**config.mk**
```make
export PLATFORM = sky130hd
export DESIGN_NAME = lamp_strike_run_fault_sequencer
export DESIGN_NICKNAME = d
export VERILOG_FILES = /design/src/rtl/lamp_strike_run_fault_sequencer.v
export VERILOG_INCLUDE_DIRS = /design/src /design/src/rtl
export SDC_FILE = /design/constraint.sdc
export NUM_CORES = 1
export LEC_CHECK = 0
export BUFFER_PORTS_ARGS = -buffer_cell sky130_fd_sc_hd__buf_2
export CELL_PAD_IN_SITES_DETAIL_PLACEMENT = 2
export CELL_PAD_IN_SITES_GLOBAL_PLACEMENT = 2
export CORE_ASPECT_RATIO = 1.2
export CORE_MARGIN = 1
export CORE_UTILIZATION = 34
export DETAILED_ROUTE_END_ITERATION = 7
export PLACE_DENSITY_LB_ADDON = 0.15
export SLEW_MARGIN = 20
export SYNTH_ARGS = -nofsm -noshare
export SYNTH_HDL_FRONTEND = slang
export SYNTH_SLANG_ARGS = --single-unit
```
**constraint.sdc**
```tcl
create_clock -name clk -period 2.1 [get_ports clk]
set_input_delay 0.315 -clock clk [delete_from_list [all_inputs] [get_ports clk]]
set_output_delay 0.315 -clock clk [all_outputs]
set_load 0.005 [all_outputs]
```
**src/rtl/lamp_seq_defs.vh**
```
`ifndef LAMP_SEQ_DEFS_VH
`define LAMP_SEQ_DEFS_VH

// ----------------------------------------
// Sweep and period counts
// ----------------------------------------
`define DELAY_RAMP_PERIODS 15'h4000
`define SWEEP_RAMP_PERIODS 15'h4000
`define SWEEP_COUNT_LAST 4'hf
`define RUN_WINDOW_PERIODS 14'h2000
`define IGNITE_PULSES 4'h8

// ----------------------------------------
// Strike frequency code
// ----------------------------------------
`define DAC_RUN_CODE 8'h33
`define DAC_MAX_CODE 8'hff
`define DAC_STEP_PERIODS 7'h40

// ----------------------------------------
// Dimming clock watchdog, ramp periods
// ----------------------------------------
`define DIM_CLK_TIMEOUT 12'h800

// ----------------------------------------
// Mode codes
// ----------------------------------------
`define MODE_DELAY 2'h0
`define MODE_STRIKE 2'h1
`define MODE_RUN 2'h2
`define MODE_FAULT 2'h3

`endif

```
**src/rtl/lamp_strike_run_fault_sequencer.v**
```verilog
// Functional notes
// - Delay mode runs the sweep timers, DAC held at run code, drive outputs inhibited.
// - Delay lasts 16384 ramp clock periods.
// - Sixteen sweeps: first delay, fifteen strike.
// - Delay starts on power-up and enable.
// - Strike DAC sawtooth run to five-times, fifteen sweeps.
// - Overvoltage freezes DAC only while asserted, also across sweep ends.
// - Strike ends: ignition to run, timeout fault.
// - Strike entered once per power/enable cycle.
// - Ignition returns fixed run frequency immediately.
// - Run window 8192 periods, under 8 faults.
// - Fault drives outputs low, filter node high.
// - Fault cleared only by enable or power cycle.
// - Ramp clock is twice lamp frequency.
// - Ignition after 8 complete current cycles.
// - Stopped external dimming clock causes fault.
`timescale 1ns/10ps
`include "lamp_seq_defs.vh"

module lamp_strike_run_fault_sequencer (
	input wire clk,
	input wire rst_n,
	input wire enable,
	input wire ramp_tick,
	input wire lamp_current_sense,
	input wire overvoltage_sense,
	input wire ext_dim_select,
	input wire dim_clk_edge,
	output reg drive_phase_first,
	output reg drive_phase_second,
	output reg brightness_filter_node,
	output reg use_dac_freq,
	output reg [7:0] dac_code,
	output reg [1:0] mode,
	output reg lamp_ignited
);

	// ----------------------------------------
	// State
	// ----------------------------------------
	reg [1:0] mode_q;
	reg [1:0] mode_d;
	reg [14:0] period_q;
	reg [3:0] sweep_q;
	reg [13:0] window_q;
	reg [3:0] pulse_q;
	reg [7:0] dac_q;
	reg [6:0] step_q;
	reg [11:0] dim_wd_q;
	reg sense_q;
	reg phase_q;
	reg strike_done_q;

	wire pulse_rise;
	wire enough_pulses;
	wire sweep_end;
	wire dim_lost;
	wire hold_reset;
	wire delay_active;
	wire strike_active;
	wire run_active;
	wire sweep_active;
	wire window_end;
	wire strike_timeout;
	wire ignite_now;

	// Lamp cycles arrive as sense pulses; one rising edge per cycle
	assign pulse_rise = lamp_current_sense & ~sense_q;
	assign enough_pulses = (pulse_q == `IGNITE_PULSES);
	assign sweep_end = ramp_tick && (period_q == `SWEEP_RAMP_PERIODS - 15'h0001);
	assign dim_lost = ext_dim_select && (dim_wd_q == `DIM_CLK_TIMEOUT);

	// ----------------------------------------
	// Mode decode
	// ----------------------------------------
	// Enable low acts like a supply cycle
	assign hold_reset = !rst_n || !enable;
	assign delay_active = (mode_q == `MODE_DELAY);
	assign strike_active = (mode_q == `MODE_STRIKE);
	assign run_active = (mode_q == `MODE_RUN);
	assign sweep_active = delay_active || strike_active;

	// ----------------------------------------
	// Event decode
	// ----------------------------------------
	assign window_end = run_active && ramp_tick &&
		(window_q == `RUN_WINDOW_PERIODS - 14'h0001);
	assign strike_timeout = strike_active && sweep_end && (sweep_q == `SWEEP_COUNT_LAST);
	assign ignite_now = strike_active && enough_pulses;

	// ----------------------------------------
	// Mode sequencing
	// ----------------------------------------
	always @* begin
		mode_d = mode_q;
		case (mode_q)
			`MODE_DELAY: begin
				if (sweep_end) begin
					mode_d = `MODE_STRIKE;
				end
			end
			`MODE_STRIKE: begin
				if (ignite_now) begin
					mode_d = `MODE_RUN;
				end else if (strike_timeout) begin
					mode_d = `MODE_FAULT;
				end
			end
			`MODE_RUN: begin
				if (window_end && !enough_pulses) begin
					mode_d = `MODE_FAULT;
				end
			end
			`MODE_FAULT: begin
				mode_d = `MODE_FAULT;
			end
			default: begin
				mode_d = `MODE_FAULT;
			end
		endcase
		if (dim_lost && mode_q != `MODE_FAULT) begin
			mode_d = `MODE_FAULT;
		end
		// Strike only once; a strike return path would be a bug
		if (mode_d == `MODE_STRIKE && strike_done_q && mode_q != `MODE_STRIKE) begin
			mode_d = `MODE_FAULT;
		end
	end

	// ----------------------------------------
	// Mode register and sense history
	// ----------------------------------------
	always @(posedge clk) begin
		if (hold_reset) begin
			mode_q <= `MODE_DELAY;
			sense_q <= 1'b0;
		end else begin
			mode_q <= mode_d;
			sense_q <= lamp_current_sense;
		end
	end

	// ----------------------------------------
	// Drive phase toggle
	// ----------------------------------------
	// Two ramp ticks make one lamp cycle, so the phase flips every tick
	always @(posedge clk) begin
		if (hold_reset) begin
			phase_q <= 1'b0;
		end else if (ramp_tick) begin
			phase_q <= ~phase_q;
		end
	end

	// ----------------------------------------
	// Ramp period counting
	// ----------------------------------------
	// All timing runs off the ramp tick, at twice lamp frequency
	always @(posedge clk) begin
		if (hold_reset) begin
			period_q <= 15'h0000;
		end else if (sweep_end && sweep_active) begin
			period_q <= 15'h0000;
		end else if (ramp_tick && sweep_active) begin
			period_q <= period_q + 15'h0001;
		end
	end

	// ----------------------------------------
	// Sweep counting
	// ----------------------------------------
	// First sweep is the delay, the other fifteen strike
	always @(posedge clk) begin
		if (hold_reset) begin
			sweep_q <= 4'h0;
		end else if (sweep_end && sweep_active) begin
			sweep_q <= sweep_q + 4'h1;
		end
	end

	// ----------------------------------------
	// Lamp pulse counting
	// ----------------------------------------
	// Strike count starts clean, since delay keeps it cleared
	always @(posedge clk) begin
		if (hold_reset) begin
			pulse_q <= 4'h0;
		end else if (delay_active || ignite_now) begin
			pulse_q <= 4'h0;
		end else if (window_end) begin
			pulse_q <= 4'h0;
		end else if (pulse_rise && !enough_pulses) begin
			pulse_q <= pulse_q + 4'h1;
		end
	end

	// ----------------------------------------
	// Run window counting
	// ----------------------------------------
	always @(posedge clk) begin
		if (hold_reset) begin
			window_q <= 14'h0000;
		end else if (window_end) begin
			window_q <= 14'h0000;
		end else if (run_active && ramp_tick) begin
			window_q <= window_q + 14'h0001;
		end
	end

	// ----------------------------------------
	// Strike history
	// ----------------------------------------
	// Only a power or enable cycle clears it
	always @(posedge clk) begin
		if (hold_reset) begin
			strike_done_q <= 1'b0;
		end else if (strike_active) begin
			strike_done_q <= 1'b1;
		end
	end

	// ----------------------------------------
	// Strike DAC sawtooth
	// ----------------------------------------
	// Coarse steps keep the sweep within one sweep period
	always @(posedge clk) begin
		if (hold_reset) begin
			dac_q <= `DAC_RUN_CODE;
			step_q <= 7'h00;
		end else if (!strike_active) begin
			dac_q <= `DAC_RUN_CODE;
		end else if (overvoltage_sense) begin
			// Held across a sweep end too, the lamp keeps full voltage
			dac_q <= dac_q;
		end else if (sweep_end) begin
			dac_q <= `DAC_RUN_CODE;
			step_q <= 7'h00;
		end else if (ramp_tick) begin
			if (step_q == `DAC_STEP_PERIODS - 7'h01) begin
				step_q <= 7'h00;
				if (dac_q != `DAC_MAX_CODE) begin
					dac_q <= dac_q + 8'h01;
				end
			end else begin
				step_q <= step_q + 7'h01;
			end
		end
	end

	// ----------------------------------------
	// External dimming clock watchdog
	// ----------------------------------------
	always @(posedge clk) begin
		if (hold_reset || !ext_dim_select || dim_clk_edge) begin
			dim_wd_q <= 12'h000;
		end else if (ramp_tick && dim_wd_q != `DIM_CLK_TIMEOUT) begin
			dim_wd_q <= dim_wd_q + 12'h001;
		end
	end

	// ----------------------------------------
	// Drive outputs
	// ----------------------------------------
	// Drives stay low outside strike and run
	always @(posedge clk) begin
		if (hold_reset) begin
			drive_phase_first <= 1'b0;
			drive_phase_second <= 1'b0;
		end else if (mode_d == `MODE_STRIKE || mode_d == `MODE_RUN) begin
			drive_phase_first <= ~phase_q;
			drive_phase_second <= phase_q;
		end else begin
			drive_phase_first <= 1'b0;
			drive_phase_second <= 1'b0;
		end
	end

	// ----------------------------------------
	// Status outputs
	// ----------------------------------------
	always @(posedge clk) begin
		if (hold_reset) begin
			brightness_filter_node <= 1'b0;
			use_dac_freq <= 1'b0;
			dac_code <= `DAC_RUN_CODE;
			mode <= `MODE_DELAY;
			lamp_ignited <= 1'b0;
		end else begin
			mode <= mode_d;
			// Ignition drops DAC control in the same edge
			use_dac_freq <= (mode_d == `MODE_STRIKE);
			dac_code <= dac_q;
			lamp_ignited <= (mode_d == `MODE_RUN);
			brightness_filter_node <= (mode_d == `MODE_FAULT);
		end
	end

endmodule // lamp_strike_run_fault_sequencer

```
==> results_dict.tcl <==
set metrics [dict create \
    status "finished, violations left" \
    violations_in_the_final_reports "negative setup slack" \
    grtUsageTotal_pct 18.1 \
    cts_tree "yes" \
    hold_violations 0 \
    inserted_clock_buffers 9 \
    final_cell_mix "dfxtp_1 (77), nor2_1 (57), buf_4 (43)" \
    placement.io_buffers 22 \
    finalWorstSetupSlack_ns -0.00133 \
    floorplan.die.height_um 116 \
    cp-end-kind "register" \
    static-leakage-power_uw 0.00170 \
    pwr_density_cell_mw_per_mm2 704 \
    ys.warnings.count 0 \
    synth_async_sr_flop_share_pct 0 \
    final_min_period_over_clock_period_pct 100 \
    placementRows 41 \
    synth_area_per_cell_um2 9.04 \
    number_of_global_route_vias_before_repair 3340 \
    layout.filler_cells 1149 \
    grt_pass1_wl_mm 16.2 \
    timing.clock.skew_ns 0.00674 \
    worst_skew_pair.late_latency_ns 0.33 \
    utilization_pct 43.4 \
    number_of_antenna_violations_at_the_first_check_in_global_routing 0 \
    synth.yosys.seq_area_share_pct 44.9 \
    synth-seq-cells 82 \
    ctsLongestPathBuffers 2 \
    global_route.overflow_total 0 \
    final_instance_count_excl_fillers 600 \
    timing_max_transition_violations_final 0 \
    max_clock_freq_ghz 0.476 \
    synth_cell_types 49 \
    fin_crit_ns 2.10 \
    synth-edff-count 0 \
    worstSetupStartpointType "register" \
    drt-vias-per-instance 5.11 \
    mappedNetlistArea_mm2 0.00365 \
    hpwl_after_dpl_mm 7.08 \
    hold_path.class "in2reg" \
    crit_path_category "reg2reg" \
    postSynthCellCount 404 \
    placeableCoreArea_mm2 0.0105 \
    grt_start_max_net_pins 18 \
    drc 0 \
    io_pins 23 \
    count_of_maximum_capacitance_violations 0 \
    worst-slew-pin-transition_ns 0.529 \
    comb_power_share_pct 2.7 \
    route.final.wire_length_mm 9.66 \
    postSynth.topFlopCell "dfxtp_1" \
    p_int_uw 2540 \
    layout-drive-gt1-share_pct 21.2 \
    fp.dieW_um 96.6 \
    routedWlPerCell_um 16.1 \
    worst-endpoint-arrival_ns 2.35 \
    mostFrequentLayoutCell "dfxtp_1" \
    critical_path_peak_fanout 3 \
    cts_max_level 3 \
    vdd.ir_drop.worst_v 0.000421 \
    clock_power_share_pct 48.5 \
    rr_worst_depth 8 \
    cp_data_required_time_ns 2.35 \
    die-area_mm2 0.0112 \
    syn_to_final_growth_pct 24.3 \
    netSwitchingPower_uw 661 \
    initial_core_utilization_pct 34.9 \
    final_net_count 487 \
    dpl.cell_count 583 \
    hold_buffers 0 \
    worst_hold_path.num_cells 2 \
    cts.sinks 82 \
    cts-root-buf "clkbuf_16" \
    first_pass_iters 4 \
    num_antenna_cells 0 \
    clkSlewWorstSetupHoldPaths_ns 0.06 \
    gpl.final_weighted_congestion 0.769 \
    detail-route-antenna-nets 0 \
    detailroute.via_count 3067 \
    synth_fp_nets 424 \
    finalSetupViolCount 1 \
    seq_power_share_pct 48.9 \
    p_sw_share_pct 20.7 \
    drt_first_iter_violations 51 \
    relative_slew_margins_pct 64.4 \
]
[worst max-delay path: stages, from the launching register on]
cell	delay (ns)
dfxtp_2	0.35
ha_4	0.13
nand3b_1	0.11
or4_4	0.56
nor2_4	0.16
nor3_4	0.06
o21a_1	0.22
ha_4	0.24
nor3b_2	0.19
[metal layers]
layer / global-route usage (%) / share of wire (%) / up-vias
met2: 33.2 / 51 / 24
met4: 7.36 / 1.5 / 0
met1: 21.5 / 46 / 1505
met3: 2.41 / 1.6 / 11
li1: - / - / 1527
met5: 0 / 0 / -
[layout make-up]
cell class / count / area [um^2] / area share, %
inverter: 7 / 26.3 / 0.579
timing repair buffer: 65 / 433 / 9.54
sequential: 82 / 1650 / 36.3
tap: 129 / 161 / 3.56
clock inverter: 3 / 40.0 / 0.882
multi-input combinational: 302 / 1980 / 43.7
clock buffer: 12 / 246 / 5.43
[sequential cells by signal (all words and copies together), names as in the netlist]
name                    flops
dac_q                       8
pulse_q                     4
drive_phase_second          1
phase_q                     1
use_dac_freq                1
period_q                   15
sweep_q                     4
dim_wd_q                   12
dac_code                    8
step_q                      7
mode                        2
drive_phase_first           1
lamp_ignited                1
brightness_filter_node      1
strike_done_q               1
sense_q                     1
window_q                   14
[cells by family after synthesis]
group                      share of synthesized area [%]
AOI/OAI and AO/OA                                   7.54
adders and majority gates                           4.11
muxes                                               1.10
DFF                                                 44.9
buffers and inverters                               2.57
and+or+nand+nor                                     28.7
xor gates and xnor gates                            11.0
[power groups by stage]
stage | logic (uW) | registers, uW | clock network [uW]
floorplan | 47.8 | 1600 | 0
global placement | 83.1 | 1600 | 0
detailed placement | 85.5 | 1600 | 0
CTS | 86.2 | 1560 | 1600
global route | 94.1 | 1560 | 1660
finish | 85.4 | 1560 | 1550
[Yosys cell counts, types with 2 or more instances]
| cell | n | share of area (%) |
|---|---|---|
| nor4b_1 | 3 | 0.72 |
| buf_1 | 2 | 0.21 |
| nor3_1 | 12 | 1.6 |
| nor3b_1 | 4 | 0.82 |
| nor4_1 | 3 | 0.51 |
| o21ai_0 | 12 | 1.6 |
| and3_1 | 15 | 2.6 |
| nand2b_1 | 9 | 1.5 |
| and3b_1 | 3 | 0.72 |
| buf_2 | 3 | 0.41 |
| or3_1 | 5 | 0.86 |
| buf_4 | 2 | 0.41 |
| or4_1 | 2 | 0.41 |
| xor2_1 | 30 | 7.2 |
| mux2i_1 | 4 | 1.1 |
| dfxtp_1 | 82 | 45 |
| xnor2_1 | 16 | 3.8 |
| and4_1 | 5 | 1.2 |
| nand2_1 | 32 | 3.3 |
| nand3_1 | 16 | 2.2 |
| clkbuf_1 | 5 | 0.51 |
| nand3b_1 | 6 | 1.2 |
| and2_1 | 2 | 0.34 |
| nor2_1 | 57 | 5.9 |
| inv_1 | 7 | 0.72 |
| nand4_1 | 17 | 2.9 |
| ha_1 | 12 | 4.1 |
| a21oi_1 | 17 | 2.3 |
[per-stage QoR]
| step | hold WS, ns | setup TNS, ns | setup WS (ns) | cell area [um^2] | power (uW) |
|---|---|---|---|---|---|
| 3_5_place_dp | 0.440 | -0.00407 | -0.00407 | 4180 | 1680 |
| 5_1_grt | 0.270 | -0.0818 | -0.0629 | 4540 | 3310 |
| 4_1_cts | 0.252 | 0 | 0.0244 | 4470 | 3240 |
| 3_3_place_gp | 0.418 | 0 | 0.0398 | 4180 | 1680 |
| 2_1_floorplan | 0.407 | 0 | 0.00463 | 3660 | 1640 |
| 6_report | 0.251 | -0.00133 | -0.00133 | 4540 | 3200 |
[worst paths after layout]
kind                             from                            end  slack, ns
max reg2reg  period_q[0]$_SDFFE_PP0P_  drive_phase_second$_SDFF_PP0_     -0.001
min                lamp_current_sense             sense_q$_SDFF_PP0_       0.25
max          period_q[0]$_SDFFE_PP0P_  drive_phase_second$_SDFF_PP0_     -0.001
min reg2reg    step_q[6]$_SDFFE_PP0P_         step_q[6]$_SDFFE_PP0P_       0.45
[what timing repair did]
action                                  in CTS  in global routing
endpoints found under the setup margin       2                  3
resized for setup                            1                 10
setup buffers                                0                  2
pin swaps                                    0                  7
Power figures use the tool's default switching activity.
